[config.mk]
export PLATFORM = sky130hd
export DESIGN_NAME = autoneg_advertisement_register
export DESIGN_NICKNAME = d
export VERILOG_FILES = /design/src/autoneg_adv_pkg.sv /design/src/adv_link_if.sv /design/src/autoneg_advertisement_register.sv /design/src/adv_apply.sv
export SDC_FILE = /design/constraint.sdc
export NUM_CORES = 1
export LEC_CHECK = 0
export ABC_AREA = 1
export BUFFER_PORTS_ARGS = -buffer_cell sky130_fd_sc_hd__buf_4
export CORE_MARGIN = 2
export CORE_UTILIZATION = 30
export DETAILED_ROUTE_END_ITERATION = 8
export PLACE_DENSITY_LB_ADDON = 0.25
export REMOVE_ABC_BUFFERS = 1
export SYNTH_ARGS = -nofsm -noshare
export SYNTH_HDL_FRONTEND = slang
export SYNTH_SLANG_ARGS = --single-unit
[constraint.sdc]
create_clock -name clk -period 0.99 [get_ports clk]
set_input_delay 0.198 -clock clk [delete_from_list [all_inputs] [get_ports clk]]
set_output_delay 0.198 -clock clk [all_outputs]
set_load 0.05 [all_outputs]
[src/autoneg_adv_pkg.sv]
// What this block does
// - Ability bits 8..5 readable and writable
// - Cleared abilities steer negotiation to another technology
// - New advertisement applies only on negotiation restart
// - Register at 0x04, resets to 0x01E1
// - Bit 15 next-page capability, read-only zero
// - Bit 13 writable remote fault, clear at reset
// - Bits 8,7,6 offer 100FD, 100HD, 10FD
package autoneg_adv_pkg;

  // Management bus widths
  localparam int ADDR_W = 5;
  localparam int DATA_W = 16;

  // Register addresses on the management port
  localparam logic [4:0] CTRL_ADDR   = 5'h00;
  localparam logic [4:0] ADV_ADDR    = 5'h04;
  localparam logic [4:0] STATUS_ADDR = 5'h10;

  // Advertisement layout: reset value, writable bits, fixed read-only bits
  localparam logic [15:0] ADV_RESET      = 16'h01E1;
  localparam logic [15:0] ADV_WRITE_MASK = 16'h21E0;
  localparam logic [15:0] ADV_FIXED      = 16'h0001;

  // Advertisement field positions
  localparam int NEXT_PAGE_POS    = 15;
  localparam int RESERVED_POS     = 14;
  localparam int REMOTE_FAULT_POS = 13;
  localparam int ABILITY_HI       = 8;
  localparam int ABILITY_LO       = 5;
  localparam int FAST_FULL_POS    = 8;
  localparam int FAST_HALF_POS    = 7;
  localparam int SLOW_FULL_POS    = 6;
  localparam int SLOW_HALF_POS    = 5;

  // Control register: self-clearing restart bit
  localparam int RESTART_POS = 9;

  // Status register fields
  localparam int STAT_MODE_HI   = 1;
  localparam int STAT_MODE_LO   = 0;
  localparam int STAT_VALID_POS = 2;

  // Negotiated technology, highest priority has the highest code
  typedef enum logic [1:0] {
    MODE_10_HALF  = 2'b00,
    MODE_10_FULL  = 2'b01,
    MODE_100_HALF = 2'b10,
    MODE_100_FULL = 2'b11
  } link_mode_t;

  // Visible advertisement word: writable bits from storage, rest fixed
  function automatic logic [15:0] composeAdvert(input logic [15:0] stored);
    return (stored & ADV_WRITE_MASK) | ADV_FIXED;
  endfunction

endpackage

[src/adv_link_if.sv]
`timescale 1ns/1ps
// Carries the pending advertisement and restart into the apply stage
interface adv_link_if;
  logic [15:0]                  pendingAdvert;   // Software view, not yet applied
  logic                         restart;         // One-cycle negotiation restart
  logic [3:0]                   partnerAbility;  // Partner abilities, 100FD at bit 3
  logic [15:0]                  appliedAdvert;   // Word offered on the link
  autoneg_adv_pkg::link_mode_t  resolvedMode;    // Best common technology
  logic                         resolvedValid;   // A common technology exists

  // Register side drives pending state and restart
  modport regs (
    output pendingAdvert,
    output restart,
    output partnerAbility,
    input  appliedAdvert,
    input  resolvedMode,
    input  resolvedValid
  );

  // Apply side latches and resolves on restart
  modport apply (
    input  pendingAdvert,
    input  restart,
    input  partnerAbility,
    output appliedAdvert,
    output resolvedMode,
    output resolvedValid
  );
endinterface

[src/autoneg_advertisement_register.sv]
// The implementer's own choice: the strobed register port.
`timescale 1ns/1ps
// Advertisement register bank with its restart control and negotiation status.
// Software edits the pending advertisement freely; the link only sees it after
// a restart, so a half-finished edit never leaks onto the wire.
module autoneg_advertisement_register (
  input  wire logic                        clk,
  input  wire logic                        rst,
  input  wire logic [4:0]                  regAddr,
  input  wire logic [15:0]                 regWrData,
  input  wire logic                        regWr,
  input  wire logic                        regRd,
  output logic      [15:0]                 regRdData,
  input  wire logic [3:0]                  partnerAbility,
  output logic                             restartNeg,
  output logic      [15:0]                 appliedAdvert,
  output autoneg_adv_pkg::link_mode_t      resolvedMode,
  output logic                             resolvedValid
);

  // Writable advertisement bits; read-only bits are never stored
  logic [15:0] advStore;
  logic [15:0] next_advStore;

  // Restart pulse, also the read value of the control restart bit
  logic        next_restartNeg;

  // Registered read data, valid one cycle after the read strobe
  logic [15:0] next_regRdData;

  // Visible advertisement word, as software reads it
  logic [15:0] advView;

  // Decoded write strobes
  logic        wrAdv;
  logic        wrCtrl;

  // Link between the register side and the apply stage
  adv_link_if lnk ();

  // Address match, shared by the write and read decoders
  function automatic logic hitAddr(input logic [4:0] addr, input logic [4:0] target);
    return addr == target;
  endfunction

  // Apply stage: holds the word offered to the partner
  adv_apply applyStage (
    .clk (clk),
    .rst (rst),
    .lnk (lnk)
  );

  // Pending word and restart go out through the interface
  assign lnk.pendingAdvert  = advView;
  assign lnk.restart        = restartNeg;
  assign lnk.partnerAbility = partnerAbility;

  // Outputs are the apply stage flip-flops, no logic in between
  assign appliedAdvert = lnk.appliedAdvert;
  assign resolvedMode  = lnk.resolvedMode;
  assign resolvedValid = lnk.resolvedValid;

  // Software view: fixed bits merged with the stored writable ones
  assign advView = autoneg_adv_pkg::composeAdvert(advStore);

  // Write strobe decode
  assign wrAdv  = regWr && hitAddr(regAddr, autoneg_adv_pkg::ADV_ADDR);
  assign wrCtrl = regWr && hitAddr(regAddr, autoneg_adv_pkg::CTRL_ADDR);

  // Advertisement next value
  always_comb
  begin
    next_advStore = advStore;
    if (wrAdv)
    begin
      // Only abilities and remote fault take the write; the mask drops the rest
      next_advStore = regWrData & autoneg_adv_pkg::ADV_WRITE_MASK;
    end
  end

  // Advertisement register
  always_ff @(posedge clk or posedge rst)
  begin
    if (rst)
    begin
      // Abilities all offered, remote fault clear
      advStore <= autoneg_adv_pkg::ADV_RESET & autoneg_adv_pkg::ADV_WRITE_MASK;
    end
    else
    begin
      advStore <= next_advStore;
    end
  end

  // Restart next value
  always_comb
  begin
    // Self-clearing: a written one becomes exactly one pulse
    // A zero in the restart bit is a no-op, so other control writes do no harm
    next_restartNeg = 1'b0;
    if (wrCtrl)
    begin
      next_restartNeg = regWrData[autoneg_adv_pkg::RESTART_POS];
    end
  end

  // Restart register
  always_ff @(posedge clk or posedge rst)
  begin
    if (rst)
    begin
      restartNeg <= 1'b0;
    end
    else
    begin
      restartNeg <= next_restartNeg;
    end
  end

  // Read data next value
  always_comb
  begin
    // Zero whenever no read was made, and for unmapped addresses
    next_regRdData = 16'h0000;
    if (regRd)
    begin
      if (hitAddr(regAddr, autoneg_adv_pkg::ADV_ADDR))
      begin
        // Next-page, reserved and selector bits come from the fixed pattern
        next_regRdData = advView;
      end
      else if (hitAddr(regAddr, autoneg_adv_pkg::CTRL_ADDR))
      begin
        // Restart bit reads one only during its pulse
        next_regRdData[autoneg_adv_pkg::RESTART_POS] = restartNeg;
      end
      else if (hitAddr(regAddr, autoneg_adv_pkg::STATUS_ADDR))
      begin
        // Outcome of the last restart
        next_regRdData[autoneg_adv_pkg::STAT_MODE_HI:autoneg_adv_pkg::STAT_MODE_LO] =
          lnk.resolvedMode;
        next_regRdData[autoneg_adv_pkg::STAT_VALID_POS] = lnk.resolvedValid;
      end
      else
      begin
        // Unmapped reads return zero; the bus never stalls
        next_regRdData = 16'h0000;
      end
    end
  end

  // Read data register
  always_ff @(posedge clk or posedge rst)
  begin
    if (rst)
    begin
      regRdData <= 16'h0000;
    end
    else
    begin
      regRdData <= next_regRdData;
    end
  end
endmodule

[src/adv_apply.sv]
`timescale 1ns/1ps
// Latches the advertisement on restart and picks the best shared technology
module adv_apply (
  input  wire logic clk,
  input  wire logic rst,
  adv_link_if.apply lnk
);

  logic [15:0]                 appliedAdvert;       // Word on the link
  logic [15:0]                 next_appliedAdvert;
  autoneg_adv_pkg::link_mode_t resolvedMode;        // Last negotiated mode
  autoneg_adv_pkg::link_mode_t next_resolvedMode;
  logic                        resolvedValid;       // Last negotiation found a match
  logic                        next_resolvedValid;
  logic [3:0]                  common;              // Abilities both ends share

  // Highest common ability wins; cleared bits simply drop out
  function automatic autoneg_adv_pkg::link_mode_t pickMode(input logic [3:0] shared);
    if (shared[3])
      return autoneg_adv_pkg::MODE_100_FULL;
    else if (shared[2])
      return autoneg_adv_pkg::MODE_100_HALF;
    else if (shared[1])
      return autoneg_adv_pkg::MODE_10_FULL;
    else
      return autoneg_adv_pkg::MODE_10_HALF;
  endfunction

  // Next values: nothing moves except on a restart
  always_comb
  begin
    common = lnk.pendingAdvert[autoneg_adv_pkg::ABILITY_HI:autoneg_adv_pkg::ABILITY_LO]
           & lnk.partnerAbility;
    next_appliedAdvert = appliedAdvert;
    next_resolvedMode  = resolvedMode;
    next_resolvedValid = resolvedValid;
    if (lnk.restart)
    begin
      next_appliedAdvert = lnk.pendingAdvert;
      next_resolvedMode  = pickMode(common);
      next_resolvedValid = |common;
    end
  end

  // State registers
  always_ff @(posedge clk or posedge rst)
  begin
    if (rst)
    begin
      appliedAdvert <= autoneg_adv_pkg::ADV_RESET;
      resolvedMode  <= autoneg_adv_pkg::MODE_10_HALF;
      resolvedValid <= 1'b0;
    end
    else
    begin
      appliedAdvert <= next_appliedAdvert;
      resolvedMode  <= next_resolvedMode;
      resolvedValid <= next_resolvedValid;
    end
  end

  assign lnk.appliedAdvert = appliedAdvert;
  assign lnk.resolvedMode  = resolvedMode;
  assign lnk.resolvedValid = resolvedValid;
endmodule

=== After elaboration in Yosys (flattened, before gate mapping) ===
Index checks and enable logic that the tools add are counted.

* Flip-flop bits (word level): 30
* Memory bits (read-only): 0
* Word-level logic and storage cells: 22
* Output and inout bits: 36
* Bits of input ports: 29
* Memories: 0
* Latch bits: 0
* RAM bits: 0

* Multipliers: 0
* Mux-type cells: 9
* Shifts and indexed selects: 0
* Bitwise gates (word level): 1
* Eq/ne operators: 2
* Magnitude comparators: 0
* Reductions and logical operators: 4
* Div/mod/pow operators: 0
* Add/subtract/negate cells: 0

{| class="wikitable"
|+ Operator list
! cell !! count
|-
| 16-bit 2-to-1 mux || 1
|-
| 14-bit 2-to-1 mux || 1
|-
| 3-bit 2-to-1 mux || 2
|-
| 5-bit by 3-bit equality test with 1-bit output, second input constant || 1
|-
| 5-bit equality test, second input constant || 1
|-
| 5-bit zero test || 1
|-
| 4-bit AND || 1
|-
| 2-bit 2-to-1 mux || 2
|-
| 4-bit OR reduction || 1
|-
| 1-bit 2-to-1 mux || 3
|-
| 1-bit logical AND || 2
|}

=== Logic depth before layout (Yosys ltp) ===
Gate-level depths: netlist (run 1).

* Word-level depth: 5
* Gate-level depth with buffers: 5
* Mapped depth without buffers: 5

=== Cells and area by module ===
From an unflattened synthesis (run 1), not the netlist that was laid out.

* Cells, all modules: 164
* Area total of the unflattened synthesis: 1448.9 µm²

{| class="wikitable"
|+ Modules (own cells, without submodules)
! module !! area an instance (µm²) !! seq. area each (µm²) !! times used !! cells an instance
|-
| adv_apply || 773.2 || 481.7 || 1 || 90
|-
| autoneg_advertisement_register || 675.6 || 380.4 || 1 || 74
|}

=== Least setup slack after synthesis (run 1) ===
OpenSTA, ideal clock, no wires.

* Path kind: reg2reg
* Start: reg restartNeg
* End: reg applyStage.appliedAdvert[13] (netlist: applyStage.lnk.appliedAdvert[13])
* Path buffers: 1
* Clock period less this slack: 1166 ps
* Slack: -176 ps
* Required time: 863 ps
* Arrival: 1039 ps
* Library setup time: 127 ps
* Stages on the path, launching flop included: 5
* Cell sequence: dfrtp_1 -> inv_2 -> buf_6 -> nand2_1 -> o21ai_0

{| class="wikitable"
|+ RTL lines
! element !! line !! text
|-
| start: declaration || autoneg_advertisement_register.sv:15 || <nowiki>output logic restartNeg,</nowiki>
|-
| start signal: assignment || autoneg_advertisement_register.sv:116 || <nowiki>restartNeg <= next_restartNeg;</nowiki>
|-
| end signal: assignment || adv_apply.sv:50 || <nowiki>appliedAdvert <= autoneg_adv_pkg::ADV_RESET;</nowiki>
|-
| end signal: assignment || adv_apply.sv:56 || <nowiki>appliedAdvert <= next_appliedAdvert;</nowiki>
|-
| end: declaration || adv_apply.sv:9 || <nowiki>logic [15:0] appliedAdvert;</nowiki>
|}

=== Final worst setup path (run 1) ===
* Start: reg applyStage.appliedAdvert[7] (netlist: applyStage.lnk.appliedAdvert[7])
* End: out appliedAdvert[7]

{| class="wikitable"
|+ RTL lines
! element !! line !! text
|-
| end: declaration || autoneg_advertisement_register.sv:16 || <nowiki>output logic [15:0] appliedAdvert,</nowiki>
|}

No word-level cell between the ends.

==> results_dict.tcl, run 1 <==
set metrics [dict create \
    maxCapViolations 0 \
    stdcell_count 212 \
    place_congestion 0.741 \
    final-seq-area_um2 586 \
    ys_top_cells_by_area "dfrtp_1, dfstp_2, buf_4" \
    rsz0062_at_grt "true" \
    drt-initial-drc-count 24 \
    grt_pass1_vias 814 \
    synth_edf_count 0 \
    dieArea_um2 4230 \
    synth-seq-area-share 0.523 \
    power.leakage_uw 0.000812 \
    cts-htree-levels 1 \
    fin_crit_ps 1160 \
    routed_wirelength_um 2200 \
    worstReg2RegEnd "applyStage.lnk.resolvedMode[0]" \
    start_kind "flop" \
    outcome "finished, violations left" \
    diodes 0 \
    yosysTopAreaCell "dfrtp_1" \
    whs_endpoint "advStore[7]" \
    r2r_start "restartNeg" \
    synth_flop_cell "dfrtp_1" \
    place_hpwl_um 1620 \
    hold_depth 3 \
    crit_family "flip-flops" \
    ir_worst_vdd_uv 612 \
    worstPathArrival_ps 960 \
    postLayoutCellArea_um2 1590 \
    nNetsFinal 194 \
    grtUsageTotal 0.110 \
    avgSynthCellArea_um2 9.48 \
    cts.sinks 23 \
    fillers 380 \
    path_cells "buf_8" \
    wl_per_cell_um 10.4 \
    hold_class "input port to flop" \
    numCtsBuffers 3 \
    period_share 1.17 \
    die_h_um 65.1 \
    synth_area_um2 1120 \
    final_antenna_net_count 0 \
    cts_root_buf "clkbuf_8" \
    grt.overflow.total 0 \
    start_util 0.308 \
    cts.clk_slew.worst_paths_ps 80 \
    cts_buffer_depth 2 \
    drt-vias-per-instance 4.07 \
    drc 0 \
    report.final.slew_viol_count 0 \
    fin_util 0.437 \
    hold_viol_final 0 \
    antenna_found_initial 0 \
    grt_max_degree 24 \
    finalPower_uw 2410 \
    fin_ws_ps -167 \
    dp.cells 203 \
    clock_skew_ps 3.93 \
    fmax_mhz 864 \
    syn2layout_area_growth_pct 41.8 \
    die_w_um 65.1 \
    slowest_delay_ps 560 \
    cp_max_fo 2 \
    timing.hold.ws_ps 156 \
    critPathKind "flop to output pin" \
    ios 65 \
    core_um2 3630 \
    violations "setup timing" \
    synth_cells 118 \
    worst-path-buf-inv 1 \
    grt_pass1_wl_um 3610 \
    rows 22 \
    synth.top_cell.area_share 0.336 \
    r2r_cells 4 \
    first_pass_iters 4 \
    worst_setup_path_end_kind "output pin" \
    drive_gt1_frac 0.451 \
    synth_warnings 0 \
    dpl-instance-area_um2 1390 \
    hp-start "regWrData[7]" \
    setup_viol 9 \
    slowest_stage "dfstp_2" \
    cts_tree "built" \
    clk_latency_ps 250 \
    ys_ff_latch 23 \
    portBuffers 36 \
    cp.required_ps 790 \
    multi_input_area_um2 419 \
    routed-via-count 862 \
    async_flop_share 1.00 \
    r2r_setup_slack_ps 60 \
    synth_cell_types 22 \
    power_density_nw_per_um2 1520 \
]
worst max path at each step:
stage          cells past startpoint                             from                        endpoint
6_report                           1  applyStage.lnk.appliedAdvert[7]                appliedAdvert[7]
5_1_grt                            1  applyStage.lnk.appliedAdvert[7]                appliedAdvert[7]
4_1_cts                            1  applyStage.lnk.appliedAdvert[7]                appliedAdvert[7]
3_5_place_dp                       4                      advStore[7]  applyStage.lnk.resolvedMode[1]
3_3_place_gp                       4                      advStore[7]  applyStage.lnk.resolvedMode[1]
2_1_floorplan                      3                       restartNeg  applyStage.lnk.resolvedMode[0]
state kept, by name, indices dropped and copies added (netlist names):
| signal | count |
|---|---|
| applyStage.lnk.appliedAdvert | 5 |
| regRdData | 9 |
| applyStage.lnk.resolvedValid | 1 |
| applyStage.lnk.resolvedMode | 2 |
| advStore | 5 |
| restartNeg | 1 |
through the flow:
stage | setup slack, ps | TNS, ps
6_report | -167 | -732
5_1_grt | -196 | -1240
4_1_cts | -173 | -807
3_5_place_dp | -25.1 | -64.1
3_3_place_gp | -10.5 | -17.3
2_1_floorplan | -209 | -1100
Yosys cell counts, types with 2 or more instances:
cell	instances
nand3_1	6
inv_1	11
nand2_4	3
dfstp_2	8
nor2_1	7
inv_2	2
nor2_2	5
nand4_1	3
dfrtp_1	15
o21ai_0	6
buf_4	18
conb_1	2
nand2_1	22
a21oi_1	2
tightest hold or removal path: stages:
cell	delay, ps
buf_4	110
nand3_1	70
nand2_1	40
metal layers:
layer  part of all wire  GRT usage  wire, um  up-vias
li1                   -          -         -      422
met2               0.49      0.178      1080       39
met1               0.42      0.145       921      399
met3              0.077     0.0191       168        2
met4              0.012     0.0469        27        0
met5                  0          0         0        -
final cells by class:
class,count,area share
clock buffer,4,0.0284
inverter,13,0.0339
multi-input combinational,79,0.264
sequential,23,0.369
tap,48,0.0379
timing repair buffer,45,0.267
cells in the final DEF, fill, tap and decap left out, types with 3 or more instances in the layout:
master and instances:
dfrtp_1 15, inv_1 10, nand3_1 6, buf_6 14, o21ai_0 4, nand2_1 21, conb_1 18, nor2_1 7
dfstp_2 8, nor2_2 5, clkbuf_8 3, buf_8 4, nand2_4 3, nand4_1 3, buf_4 26
power breakdown:
part,leakage [uW],switching (uW),internal (uW)
registers,0.000283,63.4,1050
logic,0.000506,485,253
clock network,0.0000228,275,286
kinds of logic (layout without fill, tap and decap cells):
family                 after synthesis  in the layout  share of synthesized area
AND/OR/NAND/NOR                     50             50                      0.240
buffers and inverters               32             62                      0.174
flip-flops                          23             23                      0.523
AO/OA/AOI/OAI                       11             11                     0.0548
other                                2             18                    0.00671
repair_timing:
| action | 4_1_cts | 5_1_grt |
|---|---|---|
| resized for setup | 24 | 7 |
| pin swaps | 2 | 2 |
| hold endpoints to repair | 15 | 0 |
| setup buffers | 3 | 2 |
| hold buffers | 1 | 0 |
| setup endpoints to repair | 22 | 25 |
Note: power is estimated with default switching activity, not from simulation.
==> run 2, diff against run 1 <==
Settings changed: PLACE_DENSITY_LB_ADDON 0.25 to not set.
==> results_dict.tcl, run 2 (synthesized netlist as in run 1, its figures left out) <==
set metrics [dict create \
    antenna_found_initial 0 \
    r2r_cells 3 \
    period_share 1.17 \
    routed-via-count 858 \
    p_comb_frac 0.313 \
    nNetsFinal 200 \
    cts_root_buf "clkbuf_8" \
    whs_endpoint "advStore[7]" \
    start_kind "flop" \
    r2r_setup_slack_ps 40 \
    violations "setup timing" \
    portBuffers 36 \
    power.leakage_uw 0.000846 \
    worstPathArrival_ps 960 \
    fin_crit_ps 1160 \
    postLayoutCellArea_um2 1630 \
    drc 0 \
    drt-vias-per-instance 3.94 \
    final_cell_mix "buf_4, nand2_1, conb_1" \
    timing.hold.ws_ps 156 \
    power_density_nw_per_um2 1490 \
    grt.overflow.total 0 \
    worstReg2RegEnd "applyStage.lnk.resolvedMode[0]" \
    syn2layout_area_growth_pct 45.5 \
    dpl-instance-area_um2 1390 \
    crit_family "flip-flops" \
    hold_class "input port to flop" \
    dieArea_um2 4230 \
    drive_gt1_frac 0.482 \
    worst-path-buf-inv 1 \
    critPathKind "flop to output pin" \
    cts_buffer_depth 2 \
    grt_pass1_wl_um 3390 \
    final_common_cell "buf_4" \
    hold_viol_final 0 \
    cts_tree "built" \
    intPower_uw 1610 \
    regMostFlops "regRdData" \
    start_util 0.308 \
    dp.cells 203 \
    final_antenna_net_count 0 \
    cts.clk_slew.worst_paths_ps 80 \
    place_hpwl_um 1660 \
    hold_depth 3 \
    clock_skew_ps 3.36 \
    numCtsBuffers 3 \
    drt-initial-drc-count 19 \
    wl_per_cell_um 9.53 \
    p_clk_frac 0.229 \
    path_cells "buf_8" \
    fillers 361 \
    pre_cts_slack_ps -73.8 \
    switchingPower_uw 825 \
    rows 22 \
    final-seq-area_um2 586 \
    slowest_stage "dfstp_2" \
    die_w_um 65.1 \
    fin_ws_ps -166 \
    grt_pass1_vias 753 \
    core_um2 3630 \
    stdcell_count 218 \
    diodes 0 \
    setup_viol 10 \
    ir_worst_vdd_uv 499 \
    place_congestion 0.753 \
    maxCapViolations 0 \
    ios 65 \
    hp-start "regWrData[7]" \
    report.final.slew_viol_count 0 \
    slowest_delay_ps 560 \
    grtUsageTotal 0.106 \
    p_seq_frac 0.458 \
    cts-htree-levels 1 \
    grt_max_degree 24 \
    multi_input_area_um2 414 \
    reg_top3 "regRdData (9), advStore (5), applyStage.lnk.appliedAdvert (5)" \
    clk_latency_ps 250 \
    routed_wirelength_um 2080 \
    r2r_start "advStore[6]" \
    rsz0062_at_grt "true" \
    cts.sinks 23 \
    worst_setup_path_end_kind "output pin" \
    largest_reg_flops 9 \
    swShare 0.339 \
    outcome "finished, violations left" \
    fmax_mhz 865 \
    cp_max_fo 2 \
    die_h_um 65.1 \
    cp.required_ps 790 \
    first_pass_iters 4 \
]
-- run 2: changes by cell type in the layout (fill, tap and decap cells not counted), sizes merged --
| cell | change |
|---|---|
| clkbuf | -1 |
| buf | +6 |
| clkinv | +1 |
-- run 2: metal layers --
layer / global-route usage / share of wire / up-vias
met1: 0.138 / 0.43 / 379
met2: 0.169 / 0.45 / 44
met4: 0.0313 / 0.0043 / 0
li1: - / - / 433
met5: 0 / 0 / -
met3: 0.0365 / 0.12 / 2
-- run 2: layout make-up --
cell class	instances	area share
Tap cell	48	0.0369
Clock buffer	3	0.0254
Clock inverter	1	0.00307
Multi-Input combinational cell	79	0.254
Timing Repair Buffer	51	0.287
Inverter	13	0.0331
Sequential cell	23	0.360
-- run 2: metrics by stage --
step / util / total power (uW) / setup TNS, ps
after global routing: 0.448 / 2570 / -1310
final: 0.448 / 2430 / -753
after global placement: 0.383 / 1740 / -58.2
after detailed placement: 0.383 / 1750 / -123
after floorplan: - / 1560 / -1100
after CTS: 0.438 / 2410 / -810
-- run 2: how the worst max path moves through the flow --
| stage | startpoint | depth (start not counted) | end | slack, ps |
|---|---|---|---|---|
| 3_3_place_gp | advStore[7] | 4 | applyStage.lnk.resolvedMode[1] | -40 |
| 4_1_cts | applyStage.lnk.appliedAdvert[7] | 1 | appliedAdvert[7] | -170 |
| 2_1_floorplan | restartNeg | 3 | applyStage.lnk.resolvedMode[0] | -210 |
| 6_report | applyStage.lnk.appliedAdvert[7] | 1 | appliedAdvert[7] | -170 |
| 3_5_place_dp | advStore[7] | 4 | applyStage.lnk.resolvedMode[1] | -70 |
| 5_1_grt | applyStage.lnk.appliedAdvert[5] | 1 | appliedAdvert[5] | -200 |
-- run 2: power by group through the flow --
stage	Sequential, uW	Clock [uW]	Combinational [uW]
finish	1110	556	761
global route	1130	632	813
CTS	1110	571	725
detailed placement	1130	0	628
global placement	1120	0	621
floorplan	1260	0	301
-- run 2: timing repair --
action | 4_1_cts | 5_1_grt
resized for setup | 25 | 8
hold buffers | 1 | 0
buffers inserted | 7 | 3
endpoints found under the hold margin | 15 | 0
setup endpoints to repair | 20 | 22
pin swaps | 1 | 2
